==> config.mk <==
export PLATFORM = sky130hd
export DESIGN_NAME = interval_timer
export DESIGN_NICKNAME = d
export VERILOG_FILES = /design/src/hdl/interval_timer_pkg.sv /design/src/hdl/interval_timer.sv /design/src/hdl/timer_channel.sv
export SDC_FILE = /design/constraint.sdc
export NUM_CORES = 1
export LEC_CHECK = 0
export BUFFER_PORTS_ARGS = -buffer_cell sky130_fd_sc_hd__buf_4
export CAP_MARGIN = 20
export CORE_MARGIN = 2
export CORE_UTILIZATION = 65
export CTS_CLUSTER_SIZE = 16
export DETAILED_ROUTE_END_ITERATION = 8
export GPL_ROUTABILITY_DRIVEN = 1
export PLACE_DENSITY = 0.78
export RECOVER_POWER = 50
export SYNTH_ARGS = -nofsm -noshare
export SYNTH_HDL_FRONTEND = slang
export SYNTH_SLANG_ARGS = --single-unit
==> constraint.sdc <==
create_clock -name sys_clk -period 6.1 [get_ports sys_clk]
set_clock_uncertainty 0.05 [all_clocks]
set_input_delay 1.22 -clock sys_clk [delete_from_list [all_inputs] [get_ports sys_clk]]
set_output_delay 1.22 -clock sys_clk [all_outputs]
set_load 0.05 [all_outputs]
==> src/hdl/interval_timer_pkg.sv <==
// Constants shared by the three-channel interval timer and its counter channel.
// Assumes a single system clock; counter clocks and gates are synchronous inputs.
package interval_timer_pkg;
    localparam int          NUM_CHANNELS    = 3;
    localparam int          COUNT_W         = 16;
    // Port address codes
    localparam logic [1:0]  ADDR_CONTROL    = 2'h3;
    // Control byte field positions
    localparam int          SEL_HI_BIT      = 7;
    localparam int          SEL_LO_BIT      = 6;
    localparam int          ACC_HI_BIT      = 5;
    localparam int          ACC_LO_BIT      = 4;
    localparam int          MODE_HI_BIT     = 3;
    localparam int          MODE_LO_BIT     = 1;
    localparam int          DECIMAL_BIT     = 0;
    localparam logic [1:0]  SEL_INVALID     = 2'h3;
    // Byte access codes
    localparam logic [1:0]  ACC_LATCH       = 2'h0;
    localparam logic [1:0]  ACC_LOW_ONLY    = 2'h1;
    localparam logic [1:0]  ACC_HIGH_ONLY   = 2'h2;
    localparam logic [1:0]  ACC_LOW_HIGH    = 2'h3;
    localparam logic [7:0]  CTRL_RESET      = 8'h00;
    localparam logic [15:0] COUNT_RESET     = 16'h0000;
    localparam logic [3:0]  DECADE_MAX      = 4'h9;

    typedef enum logic [2:0] {
        MODE_TC_IRQ    = 3'b000,
        MODE_ONE_SHOT  = 3'b001,
        MODE_RATE      = 3'b010,
        MODE_SQUARE    = 3'b011,
        MODE_SW_STROBE = 3'b100,
        MODE_HW_STROBE = 3'b101
    } timer_mode_e;
endpackage : interval_timer_pkg

==> src/hdl/interval_timer.sv <==
// Three-channel interval timer: host port decode and three counter channels.
// Assumes host strobes and counter clocks are synchronous to sys_clk.
`timescale 1ns/1ns
module interval_timer (
    input  wire logic       sys_clk,            // System clock
    input  wire logic       reset_n,            // Synchronous reset, active low
    input  wire logic       chip_sel_n,         // Chip select, active low
    input  wire logic       rd_n,               // Read strobe, active low
    input  wire logic       wr_n,               // Write strobe, active low
    input  wire logic       port_address_hi,    // Port address bit 1
    input  wire logic       port_address_lo,    // Port address bit 0
    input  wire logic [7:0] data_in,            // Data bus input
    output logic      [7:0] data_out,           // Data bus output
    output logic            data_oe,            // Data bus drive enable
    input  wire logic [2:0] cnt_clk,            // Counter clock inputs
    input  wire logic [2:0] gate,               // Gate inputs
    output logic      [2:0] timer_out           // Counter outputs
);
    logic [1:0]  addr;
    logic        wr_d1_q;
    logic        rd_d1_q;
    logic        wr_end;
    logic        rd_end;
    logic [1:0]  sel;
    logic [7:0]  ch_rdata [3];
    logic [7:0]  data_out_q;

    assign addr   = {port_address_hi, port_address_lo};
    assign sel    = data_in[interval_timer_pkg::SEL_HI_BIT:interval_timer_pkg::SEL_LO_BIT];
    // Act on strobe trailing edge, as a write completes when the strobe ends
    assign wr_end = ~wr_d1_q & wr_n & ~chip_sel_n;
    assign rd_end = ~rd_d1_q & rd_n & ~chip_sel_n;

    always_ff @(posedge sys_clk) begin
        if (!reset_n) begin
            wr_d1_q <= 1'b1;
            rd_d1_q <= 1'b1;
        end else begin
            wr_d1_q <= wr_n | chip_sel_n;
            rd_d1_q <= rd_n | chip_sel_n;
        end
    end

    ////////////////////////////////////////////////////////////////////////////
    for (genvar i = 0; i < interval_timer_pkg::NUM_CHANNELS; i++) begin : g_ch
        timer_channel #(
            .COUNT_W (interval_timer_pkg::COUNT_W)
        ) u_ch (
            .sys_clk   (sys_clk),
            .reset_n   (reset_n),
            .cnt_clk   (cnt_clk[i]),
            .gate      (gate[i]),
            .ctrl_we   (wr_end && addr == interval_timer_pkg::ADDR_CONTROL
                        && sel == 2'(i)),
            .ctrl_byte (data_in),
            .data_we   (wr_end && addr == 2'(i)),
            .data_re   (rd_end && addr == 2'(i)),
            .wdata     (data_in),
            .rdata     (ch_rdata[i]),
            .out_q     (timer_out[i])
        );
    end

    // Read data registered; control address reads float
    always_ff @(posedge sys_clk) begin
        if (!reset_n) begin
            data_out_q <= 8'h00;
        end else if (addr != interval_timer_pkg::ADDR_CONTROL) begin
            data_out_q <= ch_rdata[addr];
        end
    end

    assign data_out = data_out_q;
    assign data_oe  = ~chip_sel_n & ~rd_n & wr_n
                      & (addr != interval_timer_pkg::ADDR_CONTROL);
endmodule : interval_timer

==> src/hdl/timer_channel.sv <==
// One 16-bit down counter channel with mode logic and read latch.
// Assumes counter clock and gate are synchronous to sys_clk and slower than it.
`timescale 1ns/1ns
module timer_channel #(
    parameter int COUNT_W = 16
) (
    input  wire logic               sys_clk,      // System clock
    input  wire logic               reset_n,      // Synchronous reset
    input  wire logic               cnt_clk,      // Counter clock input
    input  wire logic               gate,         // Gate input
    input  wire logic               ctrl_we,      // Control byte for this channel
    input  wire logic [7:0]         ctrl_byte,    // Control byte value
    input  wire logic               data_we,      // Count byte write
    input  wire logic               data_re,      // Count byte read done
    input  wire logic [7:0]         wdata,        // Write data
    output logic      [7:0]         rdata,        // Read data
    output logic                    out_q         // Counter output
);
    // Decade logic and byte lanes are fixed at 16 bits
    if (COUNT_W != interval_timer_pkg::COUNT_W) begin : g_bad_width
        $error("timer_channel supports 16-bit counters only");
    end

    logic [1:0]             acc_q;
    logic [2:0]             mode_q;
    logic                   dec_q;
    logic [COUNT_W-1:0]     init_q;      // Loaded count
    logic [COUNT_W-1:0]     cnt_q;       // Working count
    logic [COUNT_W-1:0]     latch_q;     // Read latch
    logic                   latched_q;
    logic                   wr_hi_q;     // Next write goes to high byte
    logic                   rd_hi_q;
    logic                   armed_q;     // Count loaded, counting allowed
    logic                   pend_q;      // New count waits for reload point
    logic                   trig_q;      // Gate trigger seen
    logic                   clk_d1_q;
    logic                   gate_d1_q;
    logic                   fall;
    logic                   gate_rise;
    logic                   gate_fall;
    logic                   load_done;
    logic [COUNT_W-1:0]     new_init;
    logic [COUNT_W-1:0]     dec1;
    logic [COUNT_W-1:0]     dec2;
    logic [COUNT_W-1:0]     reload_val;
    logic [2:0]             mode_n;

    // Decade-aware decrement by one
    function automatic logic [15:0] count_down(input logic [15:0] v, input logic bcd);
        logic [15:0] r;
        r = v;
        if (!bcd) begin
            r = v - 16'h0001;
        end else begin
            for (int i = 0; i < 4; i++) begin
                if (r[i*4 +: 4] != 4'h0) begin
                    r[i*4 +: 4] = r[i*4 +: 4] - 4'h1;
                    break;
                end
                r[i*4 +: 4] = interval_timer_pkg::DECADE_MAX;
            end
        end
        return r;
    endfunction : count_down

    assign fall      = clk_d1_q & ~cnt_clk;
    assign gate_rise = gate & ~gate_d1_q;
    assign gate_fall = ~gate & gate_d1_q;
    assign dec1      = count_down(cnt_q, dec_q);
    assign dec2      = count_down(dec1, dec_q);
    assign mode_n    = mode_q[1] ? {1'b0, mode_q[1:0]} : mode_q;
    assign load_done = data_we && (acc_q != interval_timer_pkg::ACC_LOW_HIGH || wr_hi_q);

    always_comb begin
        new_init = init_q;
        case (acc_q)
            interval_timer_pkg::ACC_LOW_ONLY:  new_init = {8'h00, wdata};
            interval_timer_pkg::ACC_HIGH_ONLY: new_init = {wdata, 8'h00};
            interval_timer_pkg::ACC_LOW_HIGH:  new_init = wr_hi_q ? {wdata, init_q[7:0]}
                                                                  : {init_q[15:8], wdata};
            default:                           new_init = init_q;
        endcase
    end

    // Odd square-wave count drops to even on reload
    assign reload_val = (mode_n == 3'(interval_timer_pkg::MODE_SQUARE) && !out_q)
                        ? {init_q[15:1], 1'b0} : init_q;

    ////////////////////////////////////////////////////////////////////////////
    always_ff @(posedge sys_clk) begin
        if (!reset_n) begin
            clk_d1_q  <= 1'b0;
            gate_d1_q <= 1'b0;
        end else begin
            clk_d1_q  <= cnt_clk;
            gate_d1_q <= gate;
        end
    end

    // Control word and host byte sequencing
    always_ff @(posedge sys_clk) begin
        if (!reset_n) begin
            acc_q   <= interval_timer_pkg::ACC_LOW_HIGH;
            mode_q  <= 3'(interval_timer_pkg::MODE_TC_IRQ);
            dec_q   <= 1'b0;
            init_q  <= interval_timer_pkg::COUNT_RESET;
            wr_hi_q <= 1'b0;
        end else if (ctrl_we && ctrl_byte[interval_timer_pkg::ACC_HI_BIT:interval_timer_pkg::ACC_LO_BIT]
                     != interval_timer_pkg::ACC_LATCH) begin
            acc_q   <= ctrl_byte[interval_timer_pkg::ACC_HI_BIT:interval_timer_pkg::ACC_LO_BIT];
            mode_q  <= ctrl_byte[interval_timer_pkg::MODE_HI_BIT:interval_timer_pkg::MODE_LO_BIT];
            dec_q   <= ctrl_byte[interval_timer_pkg::DECIMAL_BIT];
            wr_hi_q <= 1'b0;
        end else if (data_we) begin
            init_q  <= new_init;
            wr_hi_q <= (acc_q == interval_timer_pkg::ACC_LOW_HIGH) ? ~wr_hi_q : 1'b0;
        end
    end

    // Read latch: snapshot lets the host read a running count undisturbed
    always_ff @(posedge sys_clk) begin
        if (!reset_n) begin
            latch_q   <= interval_timer_pkg::COUNT_RESET;
            latched_q <= 1'b0;
            rd_hi_q   <= 1'b0;
        end else begin
            if (ctrl_we && ctrl_byte[interval_timer_pkg::ACC_HI_BIT:interval_timer_pkg::ACC_LO_BIT]
                == interval_timer_pkg::ACC_LATCH) begin
                latch_q   <= cnt_q;
                latched_q <= 1'b1;
            end else if (ctrl_we) begin
                latched_q <= 1'b0;
                rd_hi_q   <= 1'b0;
            end
            if (data_re) begin
                if (acc_q == interval_timer_pkg::ACC_LOW_HIGH) begin
                    rd_hi_q <= ~rd_hi_q;
                    if (rd_hi_q) latched_q <= 1'b0;
                end else begin
                    latched_q <= 1'b0;
                end
            end
        end
    end

    always_comb begin
        logic [15:0] src;
        src = latched_q ? latch_q : cnt_q;
        case (acc_q)
            interval_timer_pkg::ACC_HIGH_ONLY: rdata = src[15:8];
            interval_timer_pkg::ACC_LOW_HIGH:  rdata = rd_hi_q ? src[15:8] : src[7:0];
            default:                           rdata = src[7:0];
        endcase
    end

    ////////////////////////////////////////////////////////////////////////////
    // Counting engine and output per mode
    always_ff @(posedge sys_clk) begin
        if (!reset_n) begin
            cnt_q   <= interval_timer_pkg::COUNT_RESET;
            out_q   <= 1'b1;
            armed_q <= 1'b0;
            pend_q  <= 1'b0;
            trig_q  <= 1'b0;
        end else if (ctrl_we && ctrl_byte[interval_timer_pkg::ACC_HI_BIT:interval_timer_pkg::ACC_LO_BIT]
                     != interval_timer_pkg::ACC_LATCH) begin
            out_q   <= (ctrl_byte[interval_timer_pkg::MODE_HI_BIT:interval_timer_pkg::MODE_LO_BIT]
                        != 3'(interval_timer_pkg::MODE_TC_IRQ));
            armed_q <= 1'b0;
            pend_q  <= 1'b0;
            trig_q  <= 1'b0;
        end else begin
            if (data_we) begin
                case (mode_n)
                    3'(interval_timer_pkg::MODE_TC_IRQ), 3'(interval_timer_pkg::MODE_SW_STROBE): begin
                        armed_q <= load_done;
                        pend_q  <= load_done;
                        out_q   <= (mode_n == 3'(interval_timer_pkg::MODE_SW_STROBE)) ? 1'b1
                                   : (load_done ? 1'b0 : out_q);
                    end
                    default: begin
                        if (load_done) begin
                            pend_q <= 1'b1;
                            if (!armed_q && (mode_n == 3'(interval_timer_pkg::MODE_RATE)
                                          || mode_n == 3'(interval_timer_pkg::MODE_SQUARE)))
                                armed_q <= 1'b1;
                        end
                    end
                endcase
            end
            if (gate_rise) trig_q <= 1'b1;
            case (mode_n)
                3'(interval_timer_pkg::MODE_TC_IRQ): begin
                    if (fall && armed_q && !data_we) begin
                        if (pend_q) begin
                            cnt_q  <= init_q;
                            pend_q <= 1'b0;
                        end else if (!gate) begin
                            cnt_q <= dec1;
                            if (dec1 == interval_timer_pkg::COUNT_RESET) out_q <= 1'b1;
                        end
                    end
                end
                3'(interval_timer_pkg::MODE_ONE_SHOT): begin
                    if (gate_fall) trig_q <= 1'b1;
                    if (fall && trig_q) begin
                        cnt_q  <= init_q;
                        out_q  <= 1'b0;
                        trig_q <= gate_rise | gate_fall;               // New trigger wins over consume
                        pend_q <= 1'b0;
                    end else if (fall && !out_q) begin
                        cnt_q <= dec1;
                        if (dec1 == interval_timer_pkg::COUNT_RESET) out_q <= 1'b1;
                    end
                end
                3'(interval_timer_pkg::MODE_RATE): begin
                    if (gate) begin
                        out_q  <= 1'b1;
                        pend_q <= 1'b1;
                    end else if (fall && armed_q) begin
                        if (pend_q || !out_q) begin
                            cnt_q  <= init_q;
                            pend_q <= 1'b0;
                            out_q  <= 1'b1;
                        end else begin
                            cnt_q <= dec1;
                            if (dec1 == 16'h0001) out_q <= 1'b0;
                        end
                    end
                end
                3'(interval_timer_pkg::MODE_SQUARE): begin
                    if (gate) begin
                        out_q  <= 1'b1;
                        pend_q <= 1'b1;
                    end else if (fall && armed_q) begin
                        if (pend_q) begin
                            cnt_q  <= {init_q[15:1], 1'b0} + {15'h0000, init_q[0]};
                            pend_q <= 1'b0;
                            out_q  <= 1'b1;
                        end else if (dec2 == interval_timer_pkg::COUNT_RESET
                                     || dec1 == interval_timer_pkg::COUNT_RESET) begin
                            out_q <= ~out_q;
                            cnt_q <= out_q ? {init_q[15:1], 1'b0} : reload_val + {15'h0000, init_q[0]};
                        end else begin
                            cnt_q <= dec2;
                        end
                    end
                end
                3'(interval_timer_pkg::MODE_SW_STROBE), 3'(interval_timer_pkg::MODE_HW_STROBE): begin
                    if (mode_n == 3'(interval_timer_pkg::MODE_HW_STROBE) && gate_rise)
                        armed_q <= 1'b1;
                    if (mode_n == 3'(interval_timer_pkg::MODE_SW_STROBE) && gate && armed_q) begin
                        pend_q <= 1'b1;
                        out_q  <= 1'b1;
                    end else if (fall && !out_q) begin
                        out_q <= 1'b1;
                    end else if (fall && armed_q && !data_we) begin
                        if (pend_q || (trig_q && mode_n == 3'(interval_timer_pkg::MODE_HW_STROBE))) begin
                            cnt_q  <= init_q;
                            pend_q <= 1'b0;
                            trig_q <= gate_rise;
                        end else if (cnt_q != interval_timer_pkg::COUNT_RESET) begin
                            cnt_q <= dec1;
                            if (dec1 == interval_timer_pkg::COUNT_RESET) begin
                                out_q   <= 1'b0;
                                // A trigger in the terminal cycle keeps the channel armed
                                armed_q <= gate_rise && mode_n == 3'(interval_timer_pkg::MODE_HW_STROBE);
                            end
                        end
                    end
                end
                default: ;
            endcase
        end
    end
endmodule : timer_channel
==> run summary <==
### Outcome
- status: complete, but fails checks
- violations in the final reports: design-rule violations, max-capacitance violations, max-slew violations

### Floorplan
- I/O Pins: 33
- DIE HEIGHT: 161 um
- effective utilization at floorplan: 0.660
- total number of placement rows: 57
- Die Span X: 161 um
- DIE AREA: 25800 sq um
- Floorplan Core Area: 24200 sq um

### Global route
- initial antenna violation count: 0
- global-route wire length before repair: 83.9 mm
- number of global-route vias before repair: 15720
- largest net degree at the start of global routing: 87
- total grt overflow: 0
- global-route usage over all layers: 0.402
- met3 track demand over resource: 0.0801
- fraction of met1 tracks used by global routing: 0.539
- global routing's busiest layer: met2
- met2 global-route usage: 0.614

### Timing
- Final Max Tran Viols: 123
- worst hold slack: 0.408 ns
- highest clock rate: 185 MHz
- Max transition margin: -0.425
- setup TNS: 0 ns
- Slew @ Worst Pin: 2.14 ns
- setup repair after global routing missed its margin: false
- post-layout worst setup margin: 0.692 ns
- Tmin final: 5.41 ns
- Final Setup Violations: 0
- final hold violation count: 0
- post-route fraction of the period consumed by the critical path: 0.886

### Power
- Sequential Power Share: 0.487
- part of the total power dissipated in combinational logic: 0.053
- switching part of the total power: 0.275
- Lkg Pwr: 6.09 nW
- Max IR drop VDD: 0.000197 V
- Switch Pwr: 0.742 mW
- ratio of total power to cell area: 161 nW/um^2
- cell-internal power: 1.95 mW
- portion of total power attributed to the clock network: 0.461

### Placement
- post-detail-place hpwl: 38.3 mm
- final estimated routing congestion in global placement: 1.00
- I/O Buffers: 32
- worst slack at placement: 0.879 ns

### Worst setup path
- data required time at the worst endpoint: 6.39 ns
- register-to-register setup slack: 0.69 ns
- CP Capture Type: flop
- slowest stage cell, crit path: dfxtp_1
- series of cell instances along the critical path: inv_1 -> ha_1 -> nor3b_1 -> buf_4 -> nand3_1 -> xor2_1 -> ha_1 -> inv_1 -> a211oi_4 -> o2111ai_1 -> nor2_1 -> o21ai_0 -> nor4_1 -> a31o_2 -> mux2_2 -> a21oi_1 -> nor2_1
- Setup CP Type: flop to flop
- highest cell delay on the worst timing path: 0.61 ns
- critical path arrival: 5.70 ns
- startpoint kind of the worst setup timing path: flop
- FF-to-FF path depth: 17
- Max Fanout on Critical Path: 24
- buffers plus inverters on the worst setup path: 3
- Worst R2R End: g_ch[2].u_ch.cnt_q[9]
- launch point of the worst reg-to-reg path: g_ch[2].u_ch.cnt_q[0]
- Worst path top cell family by delay: compound AO/OA/AOI/OAI gates

### Drt
- DR iter-0 viols: 2752
- number of routed nets with antenna violations: 0
- routed via count divided by cell count: 7.16
- DRC viols: 4
- number of vias after detailed routing: 17097
- First-pass DRT Iterations: 9
- wire length per cell: 22.2 um
- wire length after detailed routing: 53.0 mm

### Logic synthesis
- net count of the mapped netlist: 2168
- sequential-to-total area share from yosys stat: 0.250
- number of warnings reported in the yosys synthesis log: 0
- number of flops mapped to enable cells by yosys: 0
- count of different cell masters after synthesis: 100
- number of register bits inferred by synthesis: 199
- netlist area before placement: 15900 sq um
- mean area per synthesized cell: 7.49 sq um
- most frequently used flop master after synthesis: dfxtp_1
- synthesized netlist cell count: 2129
- async set or reset register ratio after synthesis: 0

### Clock network
- root buffer selected by CTS: clkbuf_16
- CTS H-Tree Depth: 4
- CTS Hold Bufs: 0
- clock slew seen by the registers of the worst setup and hold paths: 0.08 ns
- clock insertion delay at the later pin of the skew report: 0.46 ns
- TritonCTS clock tree: done
- number of resized instances in the post-cts repair step: 0
- clock buffers created by TritonCTS: 17
- maximum number of buffers from clock root to sink: 2
- number of clock sinks seen by CTS: 199
- post-CTS setup buffer count: 0

### Final layout
- growth of design area from synthesis to finish: 5.01%
- combined area of the multi-input logic cells: 11100 sq um
- final-layout fill cell count: 2031
- share of post-route cells with drive strength above 1: 0.0887
- most common cell after layout, fill and taps aside: nand2_1
- ANT cells: 0
- area of all sequential standard cells: 3980 sq um
- fin nets: 2089
- commonest cells after routing, fill and taps aside: nand2_1, dfxtp_1, nor2_1

### Min path
- worst hold-check path type: flop to flop
- Hold Path Stages: 2
- Worst Hold Endpoint: g_ch[2].u_ch.latch_q[6]
- origin of the worst min-delay path: g_ch[2].u_ch.latch_q[6]

### Run
- number of max-capacitance violations reported: 2

## registers in the layout (all words and copies together), names as in the netlist
register / flops
g_ch.u_ch.pend_q: 3
g_ch.u_ch.clk_d1_q: 3
g_ch.u_ch.trig_q: 3
wr_d1_q: 1
rd_d1_q: 1
data_out: 8
g_ch.u_ch.latched_q: 3
g_ch.u_ch.mode_q: 9
g_ch.u_ch.dec_q: 3
g_ch.u_ch.cnt_q: 48
g_ch.u_ch.gate_d1_q: 3
g_ch.u_ch.latch_q: 48
g_ch.u_ch.rd_hi_q: 3
g_ch.u_ch.out_q: 3
g_ch.u_ch.armed_q: 3
g_ch.u_ch.wr_hi_q: 3
g_ch.u_ch.acc_q: 6
g_ch.u_ch.init_q: 48
## cell usage after synthesis (all sizes together), types with 9 or more instances
library cell,count,area share
inv,50,0.012
a221oi,13,0.0071
nor4,31,0.015
dfxtp,199,0.25
a221o,13,0.0082
o31ai,10,0.0047
o211ai,26,0.013
or2,14,0.0055
mux2,17,0.012
xor2,28,0.015
or3,25,0.010
nand3,107,0.034
a21oi,164,0.052
nor3b,9,0.0042
and3,25,0.0098
nor3,47,0.015
a2bb2oi,10,0.0055
mux2i,72,0.045
mux4,32,0.045
o22ai,15,0.0059
and2,23,0.0090
or4,12,0.0061
nor2,190,0.045
nor2b,24,0.0094
ha,18,0.014
clkbuf,127,0.030
buf,35,0.013
nand2,267,0.063
nand2b,32,0.013
a211oi,20,0.011
xnor2,47,0.026
nand4,43,0.017
a2111oi,11,0.0096
o21ai,133,0.042
a22oi,24,0.011
a31oi,57,0.023
o21a,13,0.0061
## how the worst max path moves through the flow
stage,to,cells past startpoint,startpoint
after floorplan,g_ch[1].u_ch.cnt_q[1],17,g_ch[1].u_ch.cnt_q[0]
after global placement,g_ch[2].u_ch.cnt_q[9],17,g_ch[2].u_ch.cnt_q[0]
after detailed placement,g_ch[2].u_ch.cnt_q[9],17,g_ch[2].u_ch.cnt_q[0]
after CTS,g_ch[2].u_ch.cnt_q[9],17,g_ch[2].u_ch.cnt_q[0]
after global routing,g_ch[2].u_ch.cnt_q[9],17,g_ch[2].u_ch.cnt_q[0]
final,g_ch[2].u_ch.cnt_q[9],17,g_ch[2].u_ch.cnt_q[0]
## per-stage QoR
stage | util | cell area, sq um | instances | total power [mW]
after global routing | 0.693 | 16700 | 2387 | 2.75
after floorplan | - | 15900 | 2129 | 1.43
after detailed placement | 0.668 | 16200 | 2354 | 1.48
after CTS | 0.695 | 16800 | 2386 | 2.69
after global placement | 0.668 | 16200 | 2354 | 1.48
final | 0.693 | 16700 | 2387 | 2.70
## power by group through the flow
stage	sequential [mW]	clock, mW	combinational (mW)
6_report	1.31	1.24	0.142
2_1_floorplan	1.34	0	0.0903
5_1_grt	1.31	1.28	0.150
3_3_place_gp	1.34	0	0.137
4_1_cts	1.31	1.24	0.139
3_5_place_dp	1.34	0	0.138
## cells by family (layout without fill, tap and decap cells)
group                    after synthesis  in the layout  share of synthesized area
flip-flops                           199            199                      0.250
XOR/XNOR                              75             75                     0.0417
multiplexers                         121            121                      0.102
buffers and inverters                212            146                     0.0547
AND/OR/NAND/NOR                      889            889                      0.278
AO/OA/AOI/OAI                        615            615                      0.259
adder cells (fa/ha/maj)               18             18                     0.0141
## final cells by class
cell class,instances,area share
multi-input combinational,1718,0.663
inverter,50,0.0113
timing repair buffer,64,0.0255
clock inverter,15,0.0125
sequential,199,0.238
tap,324,0.0242
clock buffer,17,0.0254
## metal layers
| layer | wire, um | up-vias |
|---|---|---|
| li1 | - | 7769 |
| met2 | 23300 | 1078 |
| met1 | 21200 | 8025 |
| met3 | 5620 | 225 |
| met5 | 0 | - |
| met4 | 2840 | 0 |
## worst min-delay path: stages (launching register included)
cell	delay, ns
dfxtp_1	0.31
nand2_1	0.05
a21oi_1	0.05
No activity file was read; power rests on OpenSTA's default activity.
